<file path="config.mk">
export PLATFORM = sky130hd
export DESIGN_NAME = cmtp_cache_policy
export DESIGN_NICKNAME = d
export VERILOG_FILES = /design/src/common/cmtp_pkg.sv /design/src/common/cmtp_wbuf_if.sv /design/src/rtl/cmtp_wbuf.sv /design/src/rtl/cmtp_cache_policy.sv
export SDC_FILE = /design/constraint.sdc
export NUM_CORES = 2
export LEC_CHECK = 0
export BUFFER_PORTS_ARGS = -buffer_cell sky130_fd_sc_hd__buf_2
export CORE_MARGIN = 2
export CORE_UTILIZATION = 44
export DETAILED_ROUTE_END_ITERATION = 16
export PLACE_DENSITY = 0.68
export SYNTH_ARGS = -nofsm -noshare
export SYNTH_HDL_FRONTEND = slang
export SYNTH_SLANG_ARGS = --single-unit
</file>
<file path="constraint.sdc">
create_clock -name clk -period 8.36 [get_ports clk]
set_input_delay 2.09 -clock clk [delete_from_list [all_inputs] [get_ports clk]]
set_output_delay 2.09 -clock clk [all_outputs]
set_load 0.02 [all_outputs]
</file>
<file path="src/common/cmtp_pkg.sv">
`default_nettype none
package cmtp_pkg;

  localparam int ADDR_W         = 32;
  localparam int WORD_W         = 32;
  localparam int BEAT_W         = 64;
  localparam int LINE_OFS_W     = 5;
  localparam int BEAT_LSB       = 3;
  localparam int HALF_LSB       = 2;
  localparam int BEATS_PER_LINE = 4;
  localparam int BEAT_CNT_W     = 2;
  localparam int NUM_LINES      = 4;
  localparam int IDX_W          = 2;
  localparam int TAG_W          = ADDR_W - IDX_W - LINE_OFS_W;
  localparam int WBUF_DEPTH     = 8;
  localparam int WBUF_PTR_W     = 3;
  localparam int WBUF_CNT_W     = 4;

  localparam logic [BEAT_CNT_W-1:0] LAST_BEAT = 2'h3;
  localparam logic [7:0]            BE_ALL    = 8'hFF;
  localparam logic [7:0]            BE_LO     = 8'h0F;
  localparam logic [7:0]            BE_HI     = 8'hF0;

  typedef enum logic [2:0] {
    type_uncached,
    type_combining,
    type_write_thru,
    type_write_back,
    type_write_prot
  } cmtp_mtype_e;

  typedef enum logic [2:0] {
    cmd_none,
    cmd_rd_word,
    cmd_rd_line,
    cmd_wr_word,
    cmd_wr_line
  } cmtp_cmd_e;

endpackage : cmtp_pkg
`default_nettype wire

</file>
<file path="src/common/cmtp_wbuf_if.sv">
`timescale 1ns/1ps
`default_nettype none
interface cmtp_wbuf_if;
  import cmtp_pkg::*;
  logic                push_valid;
  logic                push_ready;
  logic                push_merge;
  logic [ADDR_W-1:0]   push_addr;
  logic [WORD_W-1:0]   push_data;
  logic                pop_valid;
  logic                pop_ready;
  logic [ADDR_W-1:0]   pop_addr;
  logic [WORD_W-1:0]   pop_data;
  logic                empty;

  modport store (input push_valid, push_merge, push_addr, push_data, pop_ready,
                 output push_ready, pop_valid, pop_addr, pop_data, empty);
  modport user  (output push_valid, push_merge, push_addr, push_data, pop_ready,
                 input push_ready, pop_valid, pop_addr, pop_data, empty);
endinterface : cmtp_wbuf_if
`default_nettype wire

</file>
<file path="src/rtl/cmtp_wbuf.sv">
`timescale 1ns/1ps
`default_nettype none
module cmtp_wbuf
  import cmtp_pkg::*;
(
  // Clock and reset
  input  wire logic  clk,
  input  wire logic  sys_rst,
  input  wire logic  ce,
  // Queue ports
  cmtp_wbuf_if.store wb
);

  logic [ADDR_W-1:0]     addr_r [WBUF_DEPTH];
  logic [WORD_W-1:0]     data_r [WBUF_DEPTH];
  logic [WBUF_PTR_W-1:0] head_r;
  logic [WBUF_PTR_W-1:0] tail_r;
  logic [WBUF_CNT_W-1:0] cnt_r;
  logic [WBUF_PTR_W-1:0] last_idx;
  logic                  merge_hit;
  logic                  do_push;
  logic                  do_pop;

  // Only merge into an entry that is not at the head: the head may be on the bus
  assign last_idx      = WBUF_PTR_W'(tail_r - 1'b1);
  assign merge_hit     = wb.push_merge && (cnt_r > WBUF_CNT_W'(1))
                         && (addr_r[last_idx] == wb.push_addr);
  assign wb.push_ready = merge_hit || (cnt_r != WBUF_CNT_W'(WBUF_DEPTH));
  assign wb.empty      = (cnt_r == '0);
  assign wb.pop_valid  = !wb.empty;
  assign wb.pop_addr   = addr_r[head_r];
  assign wb.pop_data   = data_r[head_r];
  assign do_push       = wb.push_valid && wb.push_ready && !merge_hit;
  assign do_pop        = wb.pop_ready && wb.pop_valid;

  always_ff @(posedge clk)
  begin
    if (sys_rst)
    begin
      head_r <= '0;
      tail_r <= '0;
      cnt_r  <= '0;
    end
    else if (ce)
    begin
      if (do_push)
        tail_r <= WBUF_PTR_W'(tail_r + 1'b1);
      if (do_pop)
        head_r <= WBUF_PTR_W'(head_r + 1'b1);
      cnt_r <= WBUF_CNT_W'(cnt_r + {3'h0, do_push} - {3'h0, do_pop});
    end
  end

  always_ff @(posedge clk)
  begin
    if (ce && wb.push_valid && merge_hit)
      data_r[last_idx] <= wb.push_data;
    else if (ce && do_push)
    begin
      addr_r[tail_r] <= wb.push_addr;
      data_r[tail_r] <= wb.push_data;
    end
  end

endmodule : cmtp_wbuf
`default_nettype wire

</file>
<file path="src/rtl/cmtp_cache_policy.sv">
`timescale 1ns/1ps
`default_nettype none
module cmtp_cache_policy
  import cmtp_pkg::*;
(
  // Clock, reset, enable
  input  wire logic               clk,
  input  wire logic               sys_rst,
  input  wire logic               ce,
  // Core access port
  input  wire logic               req_valid,
  output logic                    req_ready,
  input  wire logic               req_write,
  input  wire logic               req_spec,
  input  wire cmtp_mtype_e        req_type,
  input  wire logic [ADDR_W-1:0]  req_addr,
  input  wire logic [WORD_W-1:0]  req_wdata,
  output logic                    rsp_valid,
  output logic [WORD_W-1:0]       rsp_rdata,
  // Snoop port
  input  wire logic               snp_valid,
  output logic                    snp_ready,
  input  wire logic [ADDR_W-1:0]  snp_addr,
  input  wire logic               snp_write,
  output logic                    snp_hit,
  output logic                    snoop_hit_modified_n,
  // System bus master
  output logic                    bus_req,
  input  wire logic               bus_gnt,
  output cmtp_cmd_e               bus_cmd,
  output logic [ADDR_W-1:0]       bus_addr,
  output logic [BEAT_W-1:0]       bus_wdata,
  output logic [7:0]              bus_be,
  input  wire logic               bus_ack,
  input  wire logic               bus_rvalid,
  input  wire logic [BEAT_W-1:0]  bus_rdata
);

  typedef enum {st_idle, st_req, st_xfer, st_done} cmtp_state_e;

  cmtp_wbuf_if wb ();

  cmtp_wbuf u_wbuf (
    .clk     (clk),
    .sys_rst (sys_rst),
    .ce      (ce),
    .wb      (wb.store)
  );

  ////////////////////////////////////////////////////////////////////////////////
  // Line storage and helpers

  logic [NUM_LINES-1:0]  valid_r;
  logic [NUM_LINES-1:0]  dirty_r;
  logic [TAG_W-1:0]      tag_r [NUM_LINES];
  logic [BEAT_W-1:0]     data_r [NUM_LINES][BEATS_PER_LINE];

  function automatic logic [IDX_W-1:0] f_idx(input logic [ADDR_W-1:0] a);
    return a[LINE_OFS_W +: IDX_W];
  endfunction : f_idx

  function automatic logic [TAG_W-1:0] f_tag(input logic [ADDR_W-1:0] a);
    return a[ADDR_W-1 -: TAG_W];
  endfunction : f_tag

  function automatic logic [BEAT_CNT_W-1:0] f_beat(input logic [ADDR_W-1:0] a);
    return a[BEAT_LSB +: BEAT_CNT_W];
  endfunction : f_beat

  function automatic logic [ADDR_W-1:0] f_base(input logic [ADDR_W-1:0] a);
    return {a[ADDR_W-1:LINE_OFS_W], {LINE_OFS_W{1'b0}}};
  endfunction : f_base

  function automatic logic f_hit(input logic [ADDR_W-1:0] a);
    return valid_r[f_idx(a)] && (tag_r[f_idx(a)] == f_tag(a));
  endfunction : f_hit

  function automatic logic [WORD_W-1:0] f_word(input logic [BEAT_W-1:0] d,
                                               input logic [ADDR_W-1:0] a);
    return a[HALF_LSB] ? d[BEAT_W-1 -: WORD_W] : d[WORD_W-1:0];
  endfunction : f_word

  ////////////////////////////////////////////////////////////////////////////////
  // Request decode

  cmtp_state_e           state_r;
  cmtp_cmd_e             op_r;
  logic [ADDR_W-1:0]     op_addr_r;
  logic [BEAT_CNT_W-1:0] beat_r;
  logic                  iwb_r;
  logic [ADDR_W-1:0]     rq_addr_r;
  logic [WORD_W-1:0]     rq_wdata_r;
  logic                  rq_write_r;
  logic [BEAT_W-1:0]     rd_beat_r;
  logic                  snoop_hit_modified_n_r;
  logic                  snp_hit_r;
  logic                  rsp_valid_r;
  logic [WORD_W-1:0]     rsp_rdata_r;
  logic [BEAT_W-1:0]     bus_wdata_r;
  logic [7:0]            bus_be_r;

  logic [IDX_W-1:0]      rq_idx;
  logic                  rq_hit;
  logic                  rq_cacheable;
  logic                  needs_rd;
  logic                  needs_push;
  logic                  vict_dirty;
  logic                  acc;
  logic                  snp_take;
  logic                  snp_dirty;
  logic                  drain_go;
  logic                  beat_go;
  logic [IDX_W-1:0]      op_idx;

  assign rq_idx       = f_idx(req_addr);
  assign rq_hit       = f_hit(req_addr);
  // Memory type arrives resolved with each access; any region may use any type
  assign rq_cacheable = (req_type == type_write_thru) || (req_type == type_write_back)
                        || (req_type == type_write_prot);
  // Only write-back allocates on a write miss; other writes go to the buffer
  assign needs_rd     = req_write ? (req_type == type_write_back) && !rq_hit
                                  : !(rq_cacheable && rq_hit);
  assign needs_push   = req_write && (req_type != type_write_back);
  assign vict_dirty   = valid_r[rq_idx] && dirty_r[rq_idx];
  // Bus reads wait for an empty buffer so reads and writes keep program order
  assign req_ready    = (state_r == st_idle) && !snp_valid
                        && !(req_type == type_uncached && req_spec)
                        && (!needs_rd || wb.empty)
                        && (!needs_push || wb.push_ready);
  assign snp_ready    = (state_r == st_idle);
  assign acc          = ce && req_valid && req_ready;
  assign snp_take     = ce && snp_valid && snp_ready;
  assign snp_dirty    = f_hit(snp_addr) && dirty_r[f_idx(snp_addr)];
  assign drain_go     = ce && (state_r == st_idle) && !acc && !snp_take && !wb.empty;
  assign beat_go      = (op_r == cmd_rd_line || op_r == cmd_rd_word) ? bus_rvalid : bus_ack;
  assign op_idx       = f_idx(op_addr_r);

  // Combining allowed for combining and write-through; never for uncached
  assign wb.push_valid = acc && needs_push;
  assign wb.push_merge = (req_type == type_combining) || (req_type == type_write_thru);
  assign wb.push_addr  = req_addr;
  assign wb.push_data  = req_wdata;
  assign wb.pop_ready  = ce && (state_r == st_done) && (op_r == cmd_wr_word);

  ////////////////////////////////////////////////////////////////////////////////
  // Bus sequencer

  always_ff @(posedge clk)
  begin
    if (sys_rst)
    begin
      state_r   <= st_idle;
      op_r      <= cmd_none;
      op_addr_r <= '0;
      beat_r    <= '0;
      iwb_r     <= 1'b0;
    end
    else if (ce)
    begin
      case (state_r)
        st_idle:
        begin
          if (snp_take && snp_dirty)
          begin
            state_r   <= st_req;
            op_r      <= cmd_wr_line;
            op_addr_r <= f_base(snp_addr);
            iwb_r     <= 1'b1;
          end
          else if (acc && needs_rd)
          begin
            state_r <= st_req;
            iwb_r   <= 1'b0;
            if (!rq_cacheable)
            begin
              op_r      <= cmd_rd_word;
              op_addr_r <= req_addr;
            end
            else if (vict_dirty)
            begin
              op_r      <= cmd_wr_line;
              op_addr_r <= {tag_r[rq_idx], rq_idx, {LINE_OFS_W{1'b0}}};
            end
            else
            begin
              op_r      <= cmd_rd_line;
              op_addr_r <= f_base(req_addr);
            end
          end
          else if (drain_go)
          begin
            state_r   <= st_req;
            op_r      <= cmd_wr_word;
            op_addr_r <= wb.pop_addr;
          end
        end
        st_req:
        begin
          if (bus_gnt)
          begin
            state_r <= st_xfer;
            beat_r  <= '0;
          end
        end
        st_xfer:
        begin
          if (beat_go)
          begin
            if ((op_r == cmd_rd_line || op_r == cmd_wr_line) && beat_r != LAST_BEAT)
              beat_r <= BEAT_CNT_W'(beat_r + 1'b1);
            else
              state_r <= st_done;
          end
        end
        st_done:
        begin
          // A replaced victim is followed by the fill of the missing line
          if (op_r == cmd_wr_line && !iwb_r)
          begin
            state_r   <= st_req;
            op_r      <= cmd_rd_line;
            op_addr_r <= f_base(rq_addr_r);
          end
          else
          begin
            state_r <= st_idle;
            iwb_r   <= 1'b0;
          end
        end
        default:
          state_r <= st_idle;
      endcase
    end
  end

  always_ff @(posedge clk)
  begin
    if (sys_rst)
    begin
      rq_addr_r  <= '0;
      rq_wdata_r <= '0;
      rq_write_r <= 1'b0;
    end
    else if (acc)
    begin
      rq_addr_r  <= req_addr;
      rq_wdata_r <= req_wdata;
      rq_write_r <= req_write;
    end
  end

  ////////////////////////////////////////////////////////////////////////////////
  // Line state

  always_ff @(posedge clk)
  begin
    if (sys_rst)
    begin
      valid_r <= '0;
      dirty_r <= '0;
    end
    else if (ce)
    begin
      if (acc && req_write && rq_hit)
      begin
        if (req_type == type_write_back)
          dirty_r[rq_idx] <= 1'b1;
        else if (req_type == type_write_prot)
          valid_r[rq_idx] <= 1'b0;
      end
      if (snp_take && f_hit(snp_addr))
      begin
        dirty_r[f_idx(snp_addr)] <= 1'b0;
        if (snp_write)
          valid_r[f_idx(snp_addr)] <= 1'b0;
      end
      if (state_r == st_done && op_r == cmd_rd_line)
      begin
        valid_r[op_idx] <= 1'b1;
        dirty_r[op_idx] <= rq_write_r;
      end
    end
  end

  always_ff @(posedge clk)
  begin
    if (ce && state_r == st_done && op_r == cmd_rd_line)
      tag_r[op_idx] <= f_tag(op_addr_r);
  end

  always_ff @(posedge clk)
  begin
    if (ce)
    begin
      if (state_r == st_xfer && op_r == cmd_rd_line && bus_rvalid)
        data_r[op_idx][beat_r] <= bus_rdata;
      // Write-through updates a valid line but never allocates one
      if (acc && req_write && rq_hit
          && (req_type == type_write_thru || req_type == type_write_back))
        data_r[rq_idx][f_beat(req_addr)][req_addr[HALF_LSB]*WORD_W +: WORD_W]
          <= req_wdata;
      if (state_r == st_done && op_r == cmd_rd_line && rq_write_r)
        data_r[op_idx][f_beat(rq_addr_r)][rq_addr_r[HALF_LSB]*WORD_W +: WORD_W]
          <= rq_wdata_r;
      if (state_r == st_xfer && op_r == cmd_rd_word && bus_rvalid)
        rd_beat_r <= bus_rdata;
    end
  end

  ////////////////////////////////////////////////////////////////////////////////
  // Responses and bus data

  always_ff @(posedge clk)
  begin
    if (sys_rst)
    begin
      rsp_valid_r <= 1'b0;
      rsp_rdata_r <= '0;
    end
    else if (ce)
    begin
      rsp_valid_r <= (acc && !needs_rd)
                     || (state_r == st_done && (op_r == cmd_rd_word || op_r == cmd_rd_line));
      if (acc && !needs_rd && !req_write)
        rsp_rdata_r <= f_word(data_r[rq_idx][f_beat(req_addr)], req_addr);
      else if (state_r == st_done && op_r == cmd_rd_word)
        rsp_rdata_r <= f_word(rd_beat_r, rq_addr_r);
      else if (state_r == st_done && op_r == cmd_rd_line && !rq_write_r)
        rsp_rdata_r <= f_word(data_r[op_idx][f_beat(rq_addr_r)], rq_addr_r);
    end
  end

  always_ff @(posedge clk)
  begin
    if (sys_rst)
    begin
      bus_wdata_r <= '0;
      bus_be_r    <= '0;
    end
    else if (ce)
    begin
      if (snp_take && snp_dirty)
      begin
        bus_wdata_r <= data_r[f_idx(snp_addr)][0];
        bus_be_r    <= BE_ALL;
      end
      else if (acc && needs_rd && rq_cacheable && vict_dirty)
      begin
        bus_wdata_r <= data_r[rq_idx][0];
        bus_be_r    <= BE_ALL;
      end
      else if (drain_go)
      begin
        bus_wdata_r <= {2{wb.pop_data}};
        bus_be_r    <= wb.pop_addr[HALF_LSB] ? BE_HI : BE_LO;
      end
      else if (state_r == st_xfer && op_r == cmd_wr_line && bus_ack)
        bus_wdata_r <= data_r[op_idx][BEAT_CNT_W'(beat_r + 1'b1)];
    end
  end

  // Hit-modified stays asserted until the implicit write-back has finished
  always_ff @(posedge clk)
  begin
    if (sys_rst)
    begin
      snoop_hit_modified_n_r    <= 1'b0;
      snp_hit_r <= 1'b0;
    end
    else if (ce)
    begin
      snp_hit_r <= snp_take && f_hit(snp_addr);
      if (snp_take && snp_dirty)
        snoop_hit_modified_n_r <= 1'b1;
      else if (state_r == st_done && iwb_r)
        snoop_hit_modified_n_r <= 1'b0;
    end
  end

  assign rsp_valid            = rsp_valid_r;
  assign rsp_rdata            = rsp_rdata_r;
  assign snp_hit              = snp_hit_r;
  assign snoop_hit_modified_n = !snoop_hit_modified_n_r;
  assign bus_req              = (state_r == st_req);
  assign bus_cmd              = op_r;
  assign bus_addr             = op_addr_r;
  assign bus_wdata            = bus_wdata_r;
  assign bus_be               = bus_be_r;
endmodule : cmtp_cache_policy
`default_nettype wire

</file>
# Word level (Yosys, flattened, before mapping)
# Memory sizes are Yosys's and may differ from the RTL's. A register that Yosys moved wholly into a read port is not among the register bits.
# Index checks and enable logic that the tools add are counted.
dict set report op_classes {
  add_sub_neg 8
  multipliers 0
  n_div 0
  order_cmp 14
  eq_ne 28
  shift 4
  muxes 380
  bitwise 267
  n_reduce_logical 108
}
# cell n
set ops {}
lappend ops {{256-bit two-way mux} 5}
lappend ops {{64-bit two-way mux} 13}
lappend ops {{32-bit two-way mux} 19}
lappend ops {{64-bit binary-select mux with 2-bit select} 3}
lappend ops {{64-bit demux with 2-bit select} 3}
lappend ops {{1-bit two-way mux} 285}
lappend ops {{1-bit OR} 256}
lappend ops {{256-bit OR reduction} 1}
lappend ops {{32-bit case mux with 4 select lines} 1}
lappend ops {{32-bit by 34-bit variable shift with 64-bit output (first input constant)} 2}
lappend ops {{32-bit by 34-bit indexed part select with 64-bit output} 2}
lappend ops {{32-bit by 2-bit equality test with 1-bit output (second input constant)} 3}
lappend ops {{4-bit two-way mux} 18}
lappend ops {{6-bit negator with 34-bit output} 2}
lappend ops {{32-bit by 3-bit equality test with 1-bit output (second input constant)} 2}
lappend ops {{32-bit zero test} 2}
lappend ops {{32-bit case mux with 2 select lines} 1}
lappend ops {{1-bit logical AND} 62}
lappend ops {{25-bit equality test} 2}
lappend ops {{3-bit two-way mux} 11}
lappend ops {{32-bit by 1-bit equality test with 1-bit output (second input constant)} 1}
lappend ops {{32-bit equality test} 1}
lappend ops {{8-bit two-way mux} 4}
lappend ops {{32-bit OR reduction} 1}
lappend ops {{other kinds (38)} 109}
dict set report word_totals {
  regBits 324
  latchBits 0
  ram_bits 1636
  mem_bits_ro 0
  out_inout_bits 145
  wordCells 833
  memories 4
}
# memory words width read_ports rd_clocked_by_memory_dff write_ports line_no
set mem_list {}
lappend mem_list {data_r 4 256 3 1 1 cmtp_cache_policy.sv:56} ;# logic [BEAT_W-1:0] data_r [NUM_LINES][BEATS_PER_LINE];
lappend mem_list {u_wbuf.addr_r 8 32 2 1 1 cmtp_wbuf.sv:14} ;# logic [ADDR_W-1:0] addr_r [WBUF_DEPTH];
lappend mem_list {u_wbuf.data_r 8 32 1 1 1 cmtp_wbuf.sv:15} ;# logic [WORD_W-1:0] data_r [WBUF_DEPTH];
lappend mem_list {tag_r 4 25 2 0 1 cmtp_cache_policy.sv:55} ;# logic [TAG_W-1:0] tag_r [NUM_LINES];

# Longest topological paths before layout
dict set report depth {
  word_depth 23
  depth_mapped 24
  depth_no_buf 16
}

# Hierarchy
# From an unflattened synthesis, not the netlist that was laid out.
dict set report unflattened {
  cells_unflattened 5930
  area_unflattened_um2 97086.9
}
# mod instances cells_each area_each_um2 seq_area_each_um2
set modules_own_cells {}
lappend modules_own_cells {cmtp_cache_policy 1 4890 74722.9 39958.3}
lappend modules_own_cells {cmtp_wbuf 1 1040 22363.9 15635.0}

# Least setup slack after synthesis
# Ideal clock, no wire load.
dict set report synth_path {
  path_type {input to register}
  from {in req_addr[6]}
  to {mem u_wbuf.data_r[16][0] (netlist: u_wbuf.data_r[2][0]) (enable)}
  setup_ns 0.391
  arrival_ns 8.146
  required_time_ns 7.969
  slack_ns -0.177
  cell_stages 15
  n_path_buf 4
  cell_sequence {buf_2 buf_2 buf_1 mux2i_1 o32ai_1 a21oi_1 nand3_1 nor4_1 a32o_1 nor2_1 a211oi_4 buf_6 nand2_2 nor3_1 or2_1}
}
dict set report synth_via {
  elab_chain_cells 20
}
# item line_no
set synth_rtl {}
lappend synth_rtl {{start: declaration} cmtp_cache_policy.sv:16} ;# input wire logic [ADDR_W-1:0] req_addr,
lappend synth_rtl {{memory read 4 x 25 bit / 1-bit binary-select mux with 2-bit select (equally long branches)} -}
lappend synth_rtl {{25-bit equality test / 1-bit two-way mux (equally long branches)} cmtp_cache_policy.sv:75} ;# return valid_r[f_idx(a)] && (tag_r[f_idx(a)] == f_tag(a));
lappend synth_rtl {{1-bit logical AND} cmtp_cache_policy.sv:75}
lappend synth_rtl {{1-bit logical AND / 1-bit zero test (equally long branches)} {cmtp_cache_policy.sv:122, cmtp_cache_policy.sv:121}}
lappend synth_rtl {{1-bit zero test / 1-bit logical AND (equally long branches)} {cmtp_cache_policy.sv:122, cmtp_cache_policy.sv:121}}
lappend synth_rtl {{1-bit two-way mux} cmtp_cache_policy.sv:121} ;# assign needs_rd = req_write ? (req_type == type_write_back) && !rq_hit
lappend synth_rtl {{1-bit zero test} cmtp_cache_policy.sv:128} ;# && (!needs_rd || wb.empty)
lappend synth_rtl {{1-bit logical OR} cmtp_cache_policy.sv:128}
lappend synth_rtl {{[3 not listed]} -}
lappend synth_rtl {{1-bit logical AND} cmtp_cache_policy.sv:139} ;# assign wb.push_valid = acc && needs_push;
lappend synth_rtl {{1-bit logical AND (2 in a row)} cmtp_wbuf.sv:33} ;# assign do_push = wb.push_valid && wb.push_ready && !merge_hit;
lappend synth_rtl {{1-bit logical AND} cmtp_wbuf.sv:58} ;# else if (ce && do_push)
lappend synth_rtl {{1-bit two-way mux} cmtp_wbuf.sv:58}
lappend synth_rtl {{1-bit two-way mux} cmtp_wbuf.sv:56} ;# if (ce && wb.push_valid && merge_hit)
lappend synth_rtl {{1-bit two-way mux (implied by the code)} cmtp_wbuf.sv:61} ;# data_r[tail_r] <= wb.push_data;
lappend synth_rtl {{32-bit OR reduction (no line)} -}
lappend synth_rtl {{3-bit two-way mux (no line) / 1-bit two-way mux (equally long branches)} -}
lappend synth_rtl {{end: declaration} cmtp_wbuf.sv:15}
# Parallel ways exist; a longest one is shown, timed or not. The select of a mux whose other input is x is not followed.

# Worst setup path after layout
dict set report layout_path {
  from {reg u_wbuf.tail_r[0]}
  to {out req_ready}
}
dict set report layout_via {
  elab_chain_cells 7
}
# item line_no
set layout_rtl {}
lappend layout_rtl {{start: declaration} cmtp_wbuf.sv:17} ;# logic [WBUF_PTR_W-1:0] tail_r;
lappend layout_rtl {{start signal: assignment} cmtp_wbuf.sv:47} ;# tail_r <= WBUF_PTR_W'(tail_r + 1'b1);
lappend layout_rtl {{3-bit by 1-bit subtractor with 3-bit output} cmtp_wbuf.sv:25} ;# assign last_idx = WBUF_PTR_W'(tail_r - 1'b1);
lappend layout_rtl {{memory read 8 x 32 bit} -}
lappend layout_rtl {{32-bit equality test} cmtp_wbuf.sv:27} ;# && (addr_r[last_idx] == wb.push_addr);
lappend layout_rtl {{1-bit logical AND} cmtp_wbuf.sv:27}
lappend layout_rtl {{1-bit logical OR} cmtp_wbuf.sv:28} ;# assign wb.push_ready = merge_hit || (cnt_r != WBUF_CNT_W'(WBUF_DEPTH));
lappend layout_rtl {{1-bit logical OR} cmtp_cache_policy.sv:129} ;# && (!needs_push || wb.push_ready);
lappend layout_rtl {{1-bit logical AND} cmtp_cache_policy.sv:129}
lappend layout_rtl {{end: declaration} cmtp_cache_policy.sv:12} ;# output logic req_ready,
# Every way passes these cells.

==> flow_summary.json <==
{
  "outcome": "finished, violations left",
  "violations": "capacitance limit, slew limit",
  "clkTransAtPathRegs_ps": 60,
  "antenna_left": 0,
  "vias": 62900,
  "ys_seq_elements": 1927,
  "leakage_nw": 34.5,
  "fin_ws_ps": 508,
  "insertion_delay_ps": 900,
  "pre_cts_ws_ps": 982,
  "critPathArrivalTime_ps": 5760,
  "num_io_pins": 319,
  "area_delta_synth_final_pct": 12.4,
  "final_cell_area_mm2": 0.108,
  "htreeDepth": 4,
  "start_kind": "register",
  "required_ps": 6270,
  "first_global_vias": 61300,
  "post_cts_buffers": 0,
  "synth-main-ff-cell": "edfxtp_1",
  "wl_per_cell_um": 39.0,
  "grt_max_degree": 181,
  "slew_headroom_pct": -2.48,
  "drt-vias-per-instance": 7.06,
  "rows": 171,
  "drtIter0Drc": 8946,
  "syn_nets": 5846,
  "drcViolationCount": 0,
  "cts_tree": "yes",
  "layout-drive-gt1-share_pct": 35.7,
  "end_kind": "output pin",
  "portBuffers": 313,
  "place_area_mm2": 0.102,
  "synth_edf_count": 1700,
  "setup-violations-final": 0,
  "grt_pass1_wl_mm": 480,
  "fin_crit_ps": 7850,
  "cp_max_fo": 24,
  "peakVddDrop_mv": 0.238,
  "hold_path.class": "register to register",
  "cts_made_buffers": 197,
  "die_x_um": 472,
  "hold_violations": 0,
  "rsz0062_at_grt": "no",
  "antenna_found_initial": 68,
  "syn_area_per_cell_um2": 17.1,
  "coreArea_mm2": 0.218,
  "start_util_pct": 44.3,
  "clock_tree.buffer_depth": 3,
  "cts_hold_buf": 0,
  "ys_types": 86,
  "drv_cap": 2,
  "cts.sinks": 1927,
  "nNetsFinal": 6035,
  "cts-resized-gates": 0,
  "die_h_um": 472,
  "dpl.hpwl_mm": 217,
  "yosysWarnings": 0,
  "wl_mm": 347,
  "power_density_mw_per_mm2": 199,
  "drtPass1Iterations": 6,
  "max_freq_mhz": 127,
  "cts-root-buf": "clkbuf_16",
  "clock_skew_ps": 59.1,
  "critPathKind": "register to output pin",
  "async_flop_share_pct": 0,
  "yosysSeqAreaShare_pct": 57.6,
  "overflow": 0,
  "fin_tns_setup_ps": 0,
  "fill_cells": 17700,
  "dieArea_mm2": 0.223,
  "p_total_mw": 21.6,
  "fin_crit_sh_pct": 93.9,
  "syn_inst": 5654,
  "track_usage_pct": 30.8,
  "place_congestion": 0.953,
  "worst_pin_slew_ps": 1530,
  "drv_slew": 19,
  "synthesis.area_mm2": 0.0964
}
==> cell usage in the layout (no fill, tap or decap), drive strengths merged, types with 20 or more instances in the layout <==
cell,instances
a31oi,22
o211ai,62
nor2,171
and3,23
a221oi,65
mux2i,399
diode,35
mux4,1033
clkbuf,270
nand2b,20
dfxtp,227
nor3,41
mux2,62
nand4,33
nand2,162
buf,519
a21oi,468
xnor2,78
xor2,21
inv,109
clkinv,73
edfxtp,1700
o21ai,53
a32o,66
nand3,76
a211oi,37
==> registers in the layout, summed over array words and instances, names as in the netlist, 30 cells and up, named ones only <==
register,flops
bus_wdata,64
u_wbuf.addr_r,256
rsp_rdata,32
rd_beat_r,64
rq_wdata_r,32
tag_r,100
u_wbuf.data_r,256
data_r,1024
bus_addr,32
rq_addr_r,30
==> power by group <==
part,total (mW),switching [mW],internal [mW]
Combinational,1.94,1.19,0.750
Clock,9.06,3.91,5.15
Sequential,10.6,0.102,10.5
Total,21.6,5.21,16.4
==> critical path, stage by stage (launching register included) <==
cell and delay [ps]:
dfxtp_4 600, inv_1 150, ha_4 220, xor2_4 770, buf_4 410, mux4_2 540
mux2i_1 170, xor2_1 300, o2111a_1 270, nand4_1 110, or4_1 700, a21oi_1 230
buf_4 200, buf_2 180
==> metrics by stage <==
step / hold WS, ps / instances / util [%]
after floorplan: 436 / 5654 / -
after global placement: 446 / 8498 / 46.8
after detailed placement: 448 / 8498 / 46.8
after CTS: 456 / 8872 / 49.8
after global routing: 480 / 8883 / 49.8
final: 459 / 8907 / 49.8
==> layout make-up <==
class                           instances  area [um2]  share of cell area [%]
Multi-Input combinational cell       3096       38700                    35.7
Tap cell                             2854        3570                    3.29
Inverter                              101         387                   0.356
Clock buffer                          269        5460                    5.04
Antenna cell                           35        87.6                  0.0808
Clock inverter                        105        1130                    1.05
Timing Repair Buffer                  520        3450                    3.18
Sequential cell                      1927       55600                    51.3
==> cells in the mapped netlist, drive strengths merged (66+ instances only) <==
cell type	instances	area share [%]
edfxtp	1700	53
dfxtp	227	4.7
inv	100	0.39
a32o	66	0.68
clkbuf	366	1.4
a21oi	468	2.6
buf	164	0.86
mux2i	399	4.1
nand3	76	0.40
nand2	162	0.63
nor2	171	0.67
xnor2	78	0.71
mux4	1033	24
==> routing by layer <==
metal | vias up | global-route usage [%] | part of all wire, %
met4 | 44 | 22.1 | 8.8
met1 | 32700 | 37.9 | 33
li1 | 24100 | - | -
met2 | 4933 | 46.6 | 45
met5 | - | 0 | 0.087
met3 | 1165 | 8.86 | 13
==> logic make-up (layout without fill, tap and decap cells) <==
family / count (synthesis) / count (layout) / synth area share, %
other: 0 / 35 / 0
AO/OA/AOI/OAI: 887 / 887 / 6.60
AND/OR/NAND/NOR: 598 / 598 / 2.93
buffers and inverters: 631 / 995 / 2.68
flip-flops: 1927 / 1927 / 57.6
multiplexers: 1494 / 1494 / 29.0
adder cells (fa/ha/maj): 18 / 18 / 0.241
XOR/XNOR: 99 / 99 / 0.919
==> final timing paths <==
kind,from,to,slack (ps),cells past startpoint
worst max-delay path,u_wbuf.tail_r[0],req_ready,510,13
worst min-delay path,snoop_hit_modified_n_r,snoop_hit_modified_n_r,460,2
worst max register to register,u_wbuf.tail_r[0],data_r[2][173],1420,17
worst min register to register,snoop_hit_modified_n_r,snoop_hit_modified_n_r,460,2
Note: power is estimated with default switching activity, not from simulation.
